==> config.mk <==
export PLATFORM = sky130hd
export DESIGN_NAME = gpm_port
export DESIGN_NICKNAME = d
export VERILOG_FILES = /design/src/verilog/gpm_port.v /design/src/verilog/gpm_pin_cell.v /design/src/verilog/gpm_axil_slave.v
export VERILOG_INCLUDE_DIRS = /design/src /design/src/pkg
export SDC_FILE = /design/constraint.sdc
export NUM_CORES = 1
export LEC_CHECK = 0
export ABC_AREA = 1
export BUFFER_PORTS_ARGS = -buffer_cell sky130_fd_sc_hd__buf_2
export CAP_MARGIN = 20
export CORE_ASPECT_RATIO = 0.8
export CORE_UTILIZATION = 53
export DETAILED_ROUTE_END_ITERATION = 7
export PLACE_DENSITY = 0.84
export RECOVER_POWER = 25
export SLEW_MARGIN = 25
export SYNTH_ARGS = -nofsm -noshare
export SYNTH_HDL_FRONTEND = slang
export SYNTH_SLANG_ARGS = --single-unit
export TNS_END_PERCENT = 10
==> constraint.sdc <==
create_clock -name aclk -period 3.39 [get_ports aclk]
set_input_delay 0 -clock aclk [delete_from_list [all_inputs] [get_ports aclk]]
set_output_delay 0 -clock aclk [all_outputs]
set_load 0.01 [all_outputs]
==> src/pkg/gpm_consts.vh <==
`ifndef GPM_CONSTS_VH
`define GPM_CONSTS_VH

// register byte offsets
`define GPM_OFF_PIN_VALUE 8'h00
`define GPM_OFF_LATCH 8'h04
`define GPM_OFF_DIRECTION 8'h08
`define GPM_OFF_MEM_CTRL 8'h0c
`define GPM_OFF_PSP_CTRL 8'h10
`define GPM_OFF_SERIAL_CFG 8'h14
`define GPM_OFF_BUFTYPE 8'h18

// field positions
`define GPM_BIT_EXT_BUS_DISABLE 7
`define GPM_BIT_PSP_ENABLE 4
`define GPM_BIT_SER_ENABLE 0
`define GPM_BIT_SER_I2C 1
`define GPM_BIT_SER_I2C_SMB 2
`define GPM_PIN_SDO 4
`define GPM_PIN_SDI 5
`define GPM_PIN_SCK 6
`define GPM_PIN_SS 7

// reset values
`define GPM_RST_DIRECTION 8'hff
`define GPM_RST_LATCH 8'h00
`define GPM_RST_MEM_CTRL 8'h00
`define GPM_RST_PSP_CTRL 8'h00
`define GPM_RST_SERIAL_CFG 8'h00

// AXI responses
`define GPM_RESP_OKAY 2'b00
`define GPM_RESP_SLVERR 2'b10

`endif

==> src/verilog/gpm_port.v <==
// The AXI4-Lite register port and the address map were decided locally.
`timescale 1ns/1ps
`include "gpm_consts.vh"
// How it works
// - eight pins, each own direction bit
// - direction 1: input, driver released
// - direction 0: pin drives latch bit
// - latch register reads latch, not pins
// - reset sets every direction bit to input but leaves the bus enabled
// - port usable only with bus disabled
// - bus enabled: pins carry address/data low
// - bus outputs beat all; bus inputs TTL
// - slave enable bit makes parallel port
// - parallel port beats latch only; bus and serial beat it
// - Schmitt normally, TTL in parallel mode
// - parallel read data from latch bits
// - bit 4 serial data out, dir 0
// - bit 5 serial data in, dir 1
// - bit 6 serial clock out or in
// - I2C: clock bit 6, data bit 5
// - bit 7 slave select input, TTL
module gpm_port
#(
    parameter WIDTH = 8,
    parameter HAS_EXT_BUS = 1
)
(
    // clock and reset
    input wire aclk,
    input wire aresetn,
    // axi4-lite write
    input wire [7:0] s_axi_awaddr,
    input wire s_axi_awvalid,
    output wire s_axi_awready,
    input wire [31:0] s_axi_wdata,
    input wire [3:0] s_axi_wstrb,
    input wire s_axi_wvalid,
    output wire s_axi_wready,
    output wire [1:0] s_axi_bresp,
    output wire s_axi_bvalid,
    input wire s_axi_bready,
    // axi4-lite read
    input wire [7:0] s_axi_araddr,
    input wire s_axi_arvalid,
    output wire s_axi_arready,
    output wire [31:0] s_axi_rdata,
    output wire [1:0] s_axi_rresp,
    output wire s_axi_rvalid,
    input wire s_axi_rready,
    // package pins
    input wire [WIDTH-1:0] pin_i,
    output wire [WIDTH-1:0] pin_o,
    output wire [WIDTH-1:0] pin_oe,
    output wire [WIDTH-1:0] pin_ttl_sel,
    // external memory bus, low address/data byte
    input wire [WIDTH-1:0] ext_ad_out,
    input wire ext_ad_out_en,
    output reg [WIDTH-1:0] ext_ad_in,
    // parallel slave port data
    input wire psp_read_drive,
    output reg [WIDTH-1:0] psp_write_data,
    // second serial unit
    input wire serial_two_data_out,
    input wire serial_two_data_out_en,
    input wire serial_two_spi_clock_out,
    input wire serial_two_i2c_clock_oe,
    input wire serial_two_i2c_data_oe,
    output reg serial_two_data_in,
    output reg serial_two_spi_clock_in,
    output reg serial_two_i2c_clock,
    output reg serial_two_i2c_data,
    output reg serial_two_slave_select
);
    reg [WIDTH-1:0] port_output_latch;
    reg [WIDTH-1:0] port_direction;
    reg [7:0] memory_ctrl_reg;
    reg [7:0] parallel_slave_ctrl_reg;
    reg [7:0] serial_cfg;
    reg [WIDTH-1:0] pin_sample;

    wire wr_stb;
    wire [7:0] wr_addr;
    wire [7:0] wr_data;
    wire rd_stb;
    wire [7:0] rd_addr;
    reg [7:0] rd_data;
    reg rd_err;
    reg wr_err;

    wire ext_bus_disable = memory_ctrl_reg[`GPM_BIT_EXT_BUS_DISABLE];
    wire parallel_slave_enable = parallel_slave_ctrl_reg[`GPM_BIT_PSP_ENABLE];
    wire ser_en = serial_cfg[`GPM_BIT_SER_ENABLE];
    wire ser_i2c = serial_cfg[`GPM_BIT_SER_I2C];
    wire ser_smb = serial_cfg[`GPM_BIT_SER_I2C_SMB];
    wire ser_spi = ser_en & ~ser_i2c;
    wire ser_i2c_on = ser_en & ser_i2c;
    wire bus_active = (HAS_EXT_BUS != 0) & ~ext_bus_disable;
    wire psp_active = parallel_slave_enable & ~bus_active;

    reg [WIDTH-1:0] ser_oe;
    reg [WIDTH-1:0] ser_val;
    wire [WIDTH-1:0] cell_ttl;

    gpm_axil_slave u_bus
    (
        .aclk(aclk),
        .aresetn(aresetn),
        .awaddr(s_axi_awaddr),
        .awvalid(s_axi_awvalid),
        .awready(s_axi_awready),
        .wdata(s_axi_wdata),
        .wstrb(s_axi_wstrb),
        .wvalid(s_axi_wvalid),
        .wready(s_axi_wready),
        .bresp(s_axi_bresp),
        .bvalid(s_axi_bvalid),
        .bready(s_axi_bready),
        .araddr(s_axi_araddr),
        .arvalid(s_axi_arvalid),
        .arready(s_axi_arready),
        .rdata(s_axi_rdata),
        .rresp(s_axi_rresp),
        .rvalid(s_axi_rvalid),
        .rready(s_axi_rready),
        .wr_stb(wr_stb),
        .wr_addr(wr_addr),
        .wr_data(wr_data),
        .wr_err(wr_err),
        .rd_addr(rd_addr),
        .rd_stb(rd_stb),
        .rd_data(rd_data),
        .rd_err(rd_err)
    );

    // serial unit overrides, by pin
    always @*
    begin
        ser_oe = {WIDTH{1'b0}};
        ser_val = {WIDTH{1'b0}};
        if (ser_spi)
        begin
            // data out only while its direction bit is 0
            ser_oe[`GPM_PIN_SDO] = serial_two_data_out_en & ~port_direction[`GPM_PIN_SDO];
            ser_val[`GPM_PIN_SDO] = serial_two_data_out;
            ser_oe[`GPM_PIN_SCK] = ~port_direction[`GPM_PIN_SCK];
            ser_val[`GPM_PIN_SCK] = serial_two_spi_clock_out;
        end
        else if (ser_i2c_on)
        begin
            // open drain: pull low only
            ser_oe[`GPM_PIN_SCK] = serial_two_i2c_clock_oe;
            ser_oe[`GPM_PIN_SDI] = serial_two_i2c_data_oe;
        end
    end

    genvar g;
    generate
        for (g = 0; g < WIDTH; g = g + 1)
        begin : g_pin
            gpm_pin_cell u_cell
            (
                .bus_active(bus_active),
                .psp_active(psp_active),
                .psp_drive(psp_read_drive),
                .ser_out_en(ser_oe[g]),
                .ser_out(ser_val[g]),
                .dir_in(port_direction[g]),
                .latch(port_output_latch[g]),
                .bus_out_en(ext_ad_out_en),
                .bus_out(ext_ad_out[g]),
                .pin_o(pin_o[g]),
                .pin_oe(pin_oe[g]),
                .ttl_sel(cell_ttl[g])
            );
        end
    endgenerate

    // input buffer types beyond the per-pin mux
    reg [WIDTH-1:0] buf_ttl;
    always @*
    begin
        buf_ttl = cell_ttl;
        if (ser_spi)
            buf_ttl[`GPM_PIN_SS] = 1'b1;
    end

    // slave select pin reaches its buffer as TTL in spi mode
    assign pin_ttl_sel = buf_ttl;

    // register writes
    always @(posedge aclk)
    begin
        if (!aresetn)
        begin
            port_output_latch <= `GPM_RST_LATCH;
            port_direction <= `GPM_RST_DIRECTION;
            memory_ctrl_reg <= `GPM_RST_MEM_CTRL;
            parallel_slave_ctrl_reg <= `GPM_RST_PSP_CTRL;
            serial_cfg <= `GPM_RST_SERIAL_CFG;
        end
        else if (wr_stb && !wr_err)
        begin
            case (wr_addr)
                `GPM_OFF_PIN_VALUE: port_output_latch <= wr_data[WIDTH-1:0];
                `GPM_OFF_LATCH: port_output_latch <= wr_data[WIDTH-1:0];
                `GPM_OFF_DIRECTION: port_direction <= wr_data[WIDTH-1:0];
                `GPM_OFF_MEM_CTRL: memory_ctrl_reg <= wr_data;
                `GPM_OFF_PSP_CTRL: parallel_slave_ctrl_reg <= wr_data;
                `GPM_OFF_SERIAL_CFG: serial_cfg <= wr_data;
                default: serial_cfg <= serial_cfg;
            endcase
        end
    end

    always @*
    begin
        case (wr_addr)
            `GPM_OFF_PIN_VALUE, `GPM_OFF_LATCH, `GPM_OFF_DIRECTION,
            `GPM_OFF_MEM_CTRL, `GPM_OFF_PSP_CTRL, `GPM_OFF_SERIAL_CFG: wr_err = 1'b0;
            default: wr_err = 1'b1;
        endcase
    end

    // register reads
    always @*
    begin
        rd_err = 1'b0;
        rd_data = 8'h00;
        case (rd_addr)
            `GPM_OFF_PIN_VALUE: rd_data = pin_sample;
            `GPM_OFF_LATCH: rd_data = port_output_latch;
            `GPM_OFF_DIRECTION: rd_data = port_direction;
            `GPM_OFF_MEM_CTRL: rd_data = memory_ctrl_reg;
            `GPM_OFF_PSP_CTRL: rd_data = parallel_slave_ctrl_reg;
            `GPM_OFF_SERIAL_CFG: rd_data = serial_cfg;
            `GPM_OFF_BUFTYPE: rd_data = buf_ttl;
            default: rd_err = 1'b1;
        endcase
    end

    // pin sampling and peripheral inputs
    always @(posedge aclk)
    begin
        if (!aresetn)
        begin
            pin_sample <= {WIDTH{1'b0}};
            ext_ad_in <= {WIDTH{1'b0}};
            psp_write_data <= {WIDTH{1'b0}};
            serial_two_data_in <= 1'b0;
            serial_two_spi_clock_in <= 1'b0;
            serial_two_i2c_clock <= 1'b1;
            serial_two_i2c_data <= 1'b1;
            serial_two_slave_select <= 1'b1;
        end
        else
        begin
            pin_sample <= pin_i;
            ext_ad_in <= bus_active ? pin_i : {WIDTH{1'b0}};
            psp_write_data <= psp_active ? pin_i : {WIDTH{1'b0}};
            serial_two_data_in <= (ser_spi & port_direction[`GPM_PIN_SDI])
                ? pin_i[`GPM_PIN_SDI] : 1'b0;
            serial_two_spi_clock_in <= (ser_spi & port_direction[`GPM_PIN_SCK])
                ? pin_i[`GPM_PIN_SCK] : 1'b0;
            serial_two_i2c_clock <= ser_i2c_on ? pin_i[`GPM_PIN_SCK] : 1'b1;
            serial_two_i2c_data <= ser_i2c_on ? pin_i[`GPM_PIN_SDI] : 1'b1;
            serial_two_slave_select <= (ser_spi & port_direction[`GPM_PIN_SS])
                ? pin_i[`GPM_PIN_SS] : 1'b1;
        end
    end
    // i2c/smb buffer level bit 2 of serial_cfg is stored but selects no buffer
    wire unused_smb = ser_smb;
endmodule

==> src/verilog/gpm_pin_cell.v <==
`timescale 1ns/1ps
// one pin: output mux in priority order and input buffer select
module gpm_pin_cell
(
    // controls
    input wire bus_active,
    input wire psp_active,
    input wire psp_drive,
    input wire ser_out_en,
    input wire ser_out,
    input wire dir_in,
    input wire latch,
    input wire bus_out_en,
    input wire bus_out,
    // pin
    output reg pin_o,
    output reg pin_oe,
    // input buffer type: 1 = TTL
    output wire ttl_sel
);
    always @*
    begin
        if (bus_active)
        begin
            pin_oe = bus_out_en;
            pin_o = bus_out;
        end
        else if (ser_out_en)
        begin
            pin_oe = 1'b1;
            pin_o = ser_out;
        end
        else if (psp_active)
        begin
            pin_oe = psp_drive;
            pin_o = latch;
        end
        else
        begin
            pin_oe = ~dir_in;
            pin_o = latch;
        end
    end

    assign ttl_sel = bus_active | psp_active;
endmodule

==> src/verilog/gpm_axil_slave.v <==
`timescale 1ns/1ps
`include "gpm_consts.vh"
// axi4-lite slave: one write and one read at a time
module gpm_axil_slave
(
    // clock and reset
    input wire aclk,
    input wire aresetn,
    // write channels
    input wire [7:0] awaddr,
    input wire awvalid,
    output wire awready,
    input wire [31:0] wdata,
    input wire [3:0] wstrb,
    input wire wvalid,
    output wire wready,
    output reg [1:0] bresp,
    output reg bvalid,
    input wire bready,
    // read channels
    input wire [7:0] araddr,
    input wire arvalid,
    output wire arready,
    output reg [31:0] rdata,
    output reg [1:0] rresp,
    output reg rvalid,
    input wire rready,
    // register side
    output wire wr_stb,
    output wire [7:0] wr_addr,
    output wire [7:0] wr_data,
    input wire wr_err,
    output wire [7:0] rd_addr,
    output wire rd_stb,
    input wire [7:0] rd_data,
    input wire rd_err
);
    reg aw_held;
    reg w_held;
    reg [7:0] aw_q;
    reg [7:0] w_q;
    reg wbe_q;

    assign awready = ~aw_held & ~bvalid;
    assign wready = ~w_held & ~bvalid;
    assign arready = ~rvalid;
    assign wr_stb = aw_held & w_held & ~bvalid;
    assign wr_addr = aw_q;
    assign wr_data = w_q;
    assign rd_addr = araddr;
    assign rd_stb = arvalid & ~rvalid;

    always @(posedge aclk)
    begin
        if (!aresetn)
        begin
            aw_held <= 1'b0;
            w_held <= 1'b0;
            aw_q <= 8'h00;
            w_q <= 8'h00;
            wbe_q <= 1'b0;
            bvalid <= 1'b0;
            bresp <= `GPM_RESP_OKAY;
            rvalid <= 1'b0;
            rdata <= 32'h00000000;
            rresp <= `GPM_RESP_OKAY;
        end
        else
        begin
            if (awvalid && awready)
            begin
                aw_held <= 1'b1;
                aw_q <= awaddr;
            end
            if (wvalid && wready)
            begin
                w_held <= 1'b1;
                w_q <= wdata[7:0];
                wbe_q <= wstrb[0];
            end
            if (wr_stb)
            begin
                aw_held <= 1'b0;
                w_held <= 1'b0;
                bvalid <= 1'b1;
                bresp <= wr_err ? `GPM_RESP_SLVERR : `GPM_RESP_OKAY;
            end
            else if (bvalid && bready)
                bvalid <= 1'b0;
            if (rd_stb)
            begin
                rvalid <= 1'b1;
                rdata <= {24'h000000, rd_data};
                rresp <= rd_err ? `GPM_RESP_SLVERR : `GPM_RESP_OKAY;
            end
            else if (rvalid && rready)
                rvalid <= 1'b0;
        end
    end
endmodule

==> results of run 1 <==
-- worst paths after layout --
| check | from | slack, ps | endpoint |
|---|---|---|---|
| worst max register to register | memory_ctrl_reg[7]$_SDFFE_PN0P_ | 1560 | u_bus.rdata[5]$_SDFFE_PN0P_ |
| worst max-delay path | aresetn | 1230 | serial_two_data_in$_SDFF_PN0_ |
| worst min register to register | u_bus.wr_addr[6]$_SDFFE_PN0P_ | 460 | u_bus.wr_addr[6]$_SDFFE_PN0P_ |
| worst min-delay path | s_axi_arvalid | 130 | u_bus.rdata[1]$_SDFFE_PN0P_ |
-- cell usage in the layout, fill, tap and decap left out, drive strengths merged --
| master | netlist | layout |
|---|---|---|
| clkbuf | 12 | 37 |
| o211ai | 1 | 1 |
| or2 | 1 | 1 |
| bufinv | 0 | 1 |
| buf | 57 | 91 |
| dfxtp | 99 | 99 |
| nand4 | 3 | 3 |
| a21oi | 32 | 32 |
| nor3 | 11 | 11 |
| clkinvlp | 0 | 1 |
| inv | 51 | 52 |
| nand2 | 128 | 128 |
| nor2 | 142 | 142 |
| o21a | 1 | 1 |
| o21ai | 57 | 57 |
| dlygate4sd3 | 0 | 26 |
| conb | 1 | 26 |
| nand3 | 52 | 52 |
| clkinv | 4 | 4 |
-- Yosys cell counts (all sizes together) --
cell / count / share of area
nand2: 128 / 0.11
o21a: 1 / 0.0016
inv: 51 / 0.042
clkbuf: 12 / 0.0098
nor3: 11 / 0.014
dfxtp: 99 / 0.43
a21oi: 32 / 0.037
buf: 57 / 0.093
clkinv: 4 / 0.0038
nand3: 52 / 0.059
o211ai: 1 / 0.0016
nor2: 142 / 0.13
o21ai: 57 / 0.065
or2: 1 / 0.0014
nand4: 3 / 0.0054
conb: 1 / 0.00082
-- kinds of logic after synthesis --
family	Yosys count	share of synthesized area
DFF	99	0.431
and+or+nand+nor	337	0.314
other	1	0.000816
buffers and inverters	124	0.148
AOI/OAI and AO/OA	91	0.105
-- per-layer routing --
layer  vias to the layer above  wire length [microns]
met4                         0                    265
li1                       2204                      -
met3                        35                   1240
met5                         -                      0
met1                      2058                   4850
met2                       274                   5480
-- per-stage QoR --
step                hold WS [ps]  worst slack (ps)  instances
floorplan                   91.8              2080        677
global placement             202              1670        832
detailed placement           198              1540        832
CTS                          131              1460        873
global route                 203               974        873
finish                       127              1230        873
-- worst max-delay path, cell delays in order --
cell	delay, ps
clkbuf_1	90
clkbuf_1	1650
nand2_1	390
nor3_1	290
-- power breakdown --
part / total (mW) / switching, mW / internal (mW)
Sequential: 1.24 / 0.0408 / 1.20
Clock: 0.781 / 0.400 / 0.381
Combinational: 0.259 / 0.160 / 0.0991
-- repair_timing --
| item | 4_1_cts | 5_1_grt |
|---|---|---|
| endpoints found under the hold margin | 47 | 0 |
| setup buffers | 0 | 0 |
| hold buffers | 26 | 0 |
-- area by class of cell --
cell class / instances / area [sq um]
Clock buffer: 12 / 155
Clock inverter: 3 / 46.3
Fill cell: 702 / 2800
Inverter: 55 / 209
Multi-Input combinational cell: 454 / 2020
Sequential cell: 99 / 1980
Tap cell: 108 / 135
Timing Repair Buffer: 142 / 815
==> flow_metrics.py, run 1 <==
metrics = {
    "synthesis": {
        "syn_area_sq_um": 4590,
        "ys_seq_area_frac": 0.431,
        "ys_seq_elements": 99,
        "avgSynthCellArea_sq_um": 7.05,
        "yosysWarningCount": 0,
        "synthCells": 652,
        "synth.distinct_cells": 30,
    },
    "timing": {
        "hold_violations": 0,
        "finalMaxSlewViolations": 59,
        "rsz0062_at_grt": "no",
        "setup_tns_ps": 0,
        "finalSetupViolCount": 0,
        "fin_crit_ps": 2160,
        "skew_ps": 11.5,
        "min_period_over_period": 0.637,
        "slew_headroom": -0.542,
        "fmax_ghz": 0.463,
        "worst_pin_slew_ps": 2310,
    },
    "grt": {
        "grtUsageTotal": 0.270,
        "grt.busiest_layer": "met2",
        "met2_usage": 0.447,
        "grt_pass1_vias": 4094,
        "grt_pass1_wl_microns": 19100,
        "grt_antenna_before_repair": 0,
        "grt_start_max_net_pins": 59,
        "grt_remaining_overflow": 0,
        "met3_usage": 0.0645,
        "grt_use_met1": 0.349,
    },
    "finish": {
        "synthToLayoutAreaGrowth_pct": 16.8,
        "drive_gt1_frac": 0.171,
        "final_core_util": 0.657,
        "nets": 843,
        "num_antenna_cells": 0,
        "stdcell_area_sq_um": 5370,
    },
    "power": {
        "leakage_nw": 2.64,
        "fin_total_pwr_mw": 2.28,
        "pwr_density_cell_nw_per_um2": 425,
        "vdd_ir_drop_max_uv": 292,
    },
    "drt": {
        "drtPass1Iterations": 5,
        "detail_route.iter0.violations": 365,
        "route.final.wire_length_microns": 11800,
        "wire_per_inst_microns": 13.6,
        "drtAntennaViolNets": 0,
        "vias": 4571,
        "route.detailed.drc": 0,
        "vias_per_cell": 5.24,
    },
    "floorplan": {
        "fp.dieW_microns": 106,
        "die_area_sq_um": 9050,
        "core_region_area_sq_um": 8160,
        "floorplan.rows": 29,
        "dieHeight_microns": 85.3,
        "io_pins": 168,
        "initial_core_util": 0.563,
    },
    "cts": {
        "cts-root-buf": "clkbuf_8",
        "cts_tree": "done",
        "cts_inserted_buffers": 9,
        "insertion_delay_ps": 370,
        "clockBufferDepth": 2,
        "h-tree-depth": 3,
        "post_cts_resized": 0,
        "cts_sinks": 99,
        "path_clk_slew_ps": 90,
    },
    "place": {
        "port_buffers": 113,
        "hpwl_microns": 8300,
        "globalplace.congestion": 0.897,
        "postPlaceCellArea_sq_um": 4940,
    },
    "worst_setup_path": {
        "path_max_fanout": 58,
        "cp-end-kind": "register",
        "required_ps": 3680,
        "rr_worst_depth": 9,
        "critPathLaunchType": "primary input",
        "worstPathArrival_ps": 2450,
        "worstSetupPathType": "in2reg",
    },
    "min_path": {
        "worstHoldPathType": "in2reg",
        "min_path_cells": 4,
    },
    "status": {
        "outcome": "complete, but fails checks",
        "violations": "max-capacitance violations, max-slew violations",
    },
    "run": {
        "maxCapViolCount": 1,
    },
}
Power figures use the tool's default switching activity.
==> run 2, diff against run 1 <==
- ABC_AREA: 1 -> 0
- CORE_UTILIZATION: 53 -> 45
- PLACE_DENSITY: 0.84 -> 0.76
- clock period: 3.39 -> 1.8 ns (I/O delays scaled with it)
==> run 2 against run 1 <==
  * The flow finishes with violations (negative setup slack)
  * Global-route usage is 4.5 points lower
  * Combinational power rose by 94%
  * Clock skew is 4.3 ps lower
  * Clock power increased by 140%
  * Final area grew 6.6%
  * Clock-buffer cell count fell by 2
  * Critical path depth up 1
  * Sequential share of layout area shrank 2.3 points
  * Utilization decreased by 7.4 points
  * Sequential cell count unchanged
  * Cell count shrank 10%
  * Critical endpoint is now port_direction[7]$_SDFFE_PN1P_
  * Largest cell class unchanged
==> flow_metrics.py, run 2 <==
metrics = {
    "synthesis": {
        "ys_seq_elements": 99,
        "synthCells": 526,
        "synthFlopType": "dfxtp_1",
        "syn_area_sq_um": 4620,
        "synth.distinct_cells": 50,
        "ys_seq_area_frac": 0.429,
        "synth-edff-count": 0,
        "yosys-top-cells-count": "99 x dfxtp_1, 66 x nand2_1, 61 x nor2_1",
        "async_flop_share": 0,
        "synthTopCellsByArea": "dfxtp_1 43%, mux2i_1 11%, buf_4 8.1%, nand2_1 5.4%, nor2_1 5.0%",
        "yosysWarningCount": 0,
        "yosysMostFrequentCell": "dfxtp_1",
        "avgSynthCellArea_sq_um": 8.79,
        "netlist.area_leader.share": 0.429,
        "synth_top_cell_by_area": "dfxtp_1",
    },
    "place": {
        "hpwl_microns": 8330,
        "port_buffers": 113,
        "dp_cells": 745,
        "globalplace.congestion": 0.864,
    },
    "min_path": {
        "worstHoldPathType": "in2reg",
        "hold_start": "aresetn",
    },
    "drt": {
        "drtPass1Iterations": 6,
        "route.detailed.drc": 0,
        "vias_per_cell": 5.08,
        "detail_route.iter0.violations": 335,
        "wire_per_inst_microns": 14.6,
        "vias": 3993,
        "drtAntennaViolNets": 0,
        "route.final.wire_length_microns": 11400,
    },
    "cts": {
        "path_clk_slew_ps": 70,
        "cts_tree": "done",
        "insertion_delay_ps": 340,
        "cts_setup_buffers": 0,
        "cts-root-buf": "clkbuf_16",
        "clockBufferDepth": 2,
        "cts_sinks": 99,
        "h-tree-depth": 3,
        "cts_inserted_buffers": 9,
    },
    "run": {
        "maxCapViolCount": 0,
    },
    "worst_setup_path": {
        "required_ps": 2060,
        "crit_start": "u_bus.wr_addr[5]$_SDFFE_PN0P_",
        "crit_buf_inv": 1,
        "crit_slowest_cell": "or4_4",
        "crit_family": "simple AND/OR/NAND/NOR gates",
        "timing.rr.start": "u_bus.wr_addr[5]$_SDFFE_PN0P_",
        "critPathLaunchType": "register",
        "worstSetupPathType": "reg2reg",
        "path_max_fanout": 8,
        "cp_cell_sequence": "or4_4 -> nor3_4 -> nor4bb_2 -> buf_4 -> mux2i_1",
        "max_stage_delay_ps": 610,
        "worstPathArrival_ps": 2070,
        "cp-end-kind": "register",
    },
    "finish": {
        "num_antenna_cells": 0,
        "nets": 729,
        "fill_cells": 853,
        "fin_cells": 786,
        "final_core_util": 0.583,
        "seq_area_sq_um": 1980,
        "drive_gt1_frac": 0.234,
        "multi_input_area_sq_um": 2220,
        "layout_commonest_cell": "dfxtp_1",
        "final_cell_mix": "98 x dfxtp_1, 87 x buf_2, 66 x nand2_1",
        "synthToLayoutAreaGrowth_pct": 23.7,
    },
    "grt": {
        "grtUsageTotal": 0.226,
        "grt_antenna_before_repair": 0,
        "grt_pass1_wl_microns": 18400,
        "grt_pass1_vias": 3760,
        "grt_start_max_net_pins": 49,
        "grt_remaining_overflow": 0,
    },
    "status": {
        "violations": "negative setup slack",
        "outcome": "complete, but fails checks",
    },
    "timing": {
        "worst_pin_slew_ps": 584,
        "fmax_ghz": 0.551,
        "worst_slack_ps": -15.9,
        "rsz0062_at_grt": "yes",
        "skew_ps": 7.25,
        "min_period_over_period": 1.01,
        "whs_ps": 34.2,
        "fin_crit_ps": 1820,
        "finalMaxSlewViolations": 0,
        "slew_headroom": 0.607,
        "finalSetupViolCount": 2,
        "hold_violations": 0,
    },
    "floorplan": {
        "dieHeight_microns": 92.7,
        "core_region_area_sq_um": 9810,
        "die_area_sq_um": 10700,
        "floorplan.rows": 32,
        "initial_core_util": 0.471,
        "io_pins": 168,
        "fp.dieW_microns": 115,
    },
    "power": {
        "pwr_density_cell_nw_per_um2": 817,
        "leakage_nw": 2.33,
        "vdd_ir_drop_max_uv": 510,
    },
}
## run 2: final cells by class
cell class | count | area share
Sequential cell | 99 | 0.347
Inverter | 16 | 0.0105
Clock buffer | 10 | 0.0400
Multi-Input combinational cell | 359 | 0.388
Timing Repair Buffer | 162 | 0.176
Clock inverter | 4 | 0.00941
Tap cell | 136 | 0.0297
## run 2: per-stage QoR
stage	cell area [sq um]	total power, mW	setup WS (ps)	setup TNS (ps)
finish	5720	4.67	-15.9	-25.4
CTS	5740	4.70	-23.3	-105
global route	5720	4.87	-100	-1190
detailed placement	5180	2.81	-148	-970
floorplan	4720	2.69	-109	-2540
global placement	5180	2.79	-73.5	-558
## run 2: path summary, 6_finish.rpt
path | endpoint | slack [ps] | cells after the start
worst max-delay path | port_direction[7]$_SDFFE_PN1P_ | -20 | 5
worst min-delay path | ext_ad_in[5]$_SDFF_PP0_ | 30 | 3
worst max register to register | port_direction[7]$_SDFFE_PN1P_ | -20 | 5
worst min register to register | u_bus.wr_addr[1]$_SDFFE_PN0P_ | 460 | 2
## run 2: cell families (layout without fill, tap and decap cells)
group | Yosys count | count (layout) | share of synthesized area
AO/OA/AOI/OAI | 74 | 74 | 0.0993
buffers and inverters | 93 | 192 | 0.119
flip-flops | 99 | 99 | 0.429
multiplexers | 59 | 59 | 0.138
other | 1 | 26 | 0.000811
AND/OR/NAND/NOR | 200 | 200 | 0.215
## run 2: report_power, final
group	internal [mW]	switching [mW]	total, mW
combinational	0.219	0.283	0.502
sequential	2.25	0.0604	2.31
clock	1.06	0.798	1.86
## run 2: worst register-to-register path: cells and delay by family, from the launching register on
family | cells | cell delay, ps
buf+inv | 1 | 230
flops | 1 | 310
mux | 1 | 220
simple gates | 3 | 980
## run 2: routing by layer
layer	track usage	vias to the layer above	wire [microns]
met5	0	-	0
li1	-	1949	-
met2	0.355	173	5240
met4	0.113	0	306
met1	0.298	1844	5270
met3	0.0366	27	626
## run 2: what timing repair did
action | in CTS | in global routing
hold buffers | 27 | 0
endpoints found under the hold margin | 46 | 0
pin swaps | 5 | 2
gates resized for setup | 2 | 4
setup endpoints to repair | 25 | 35
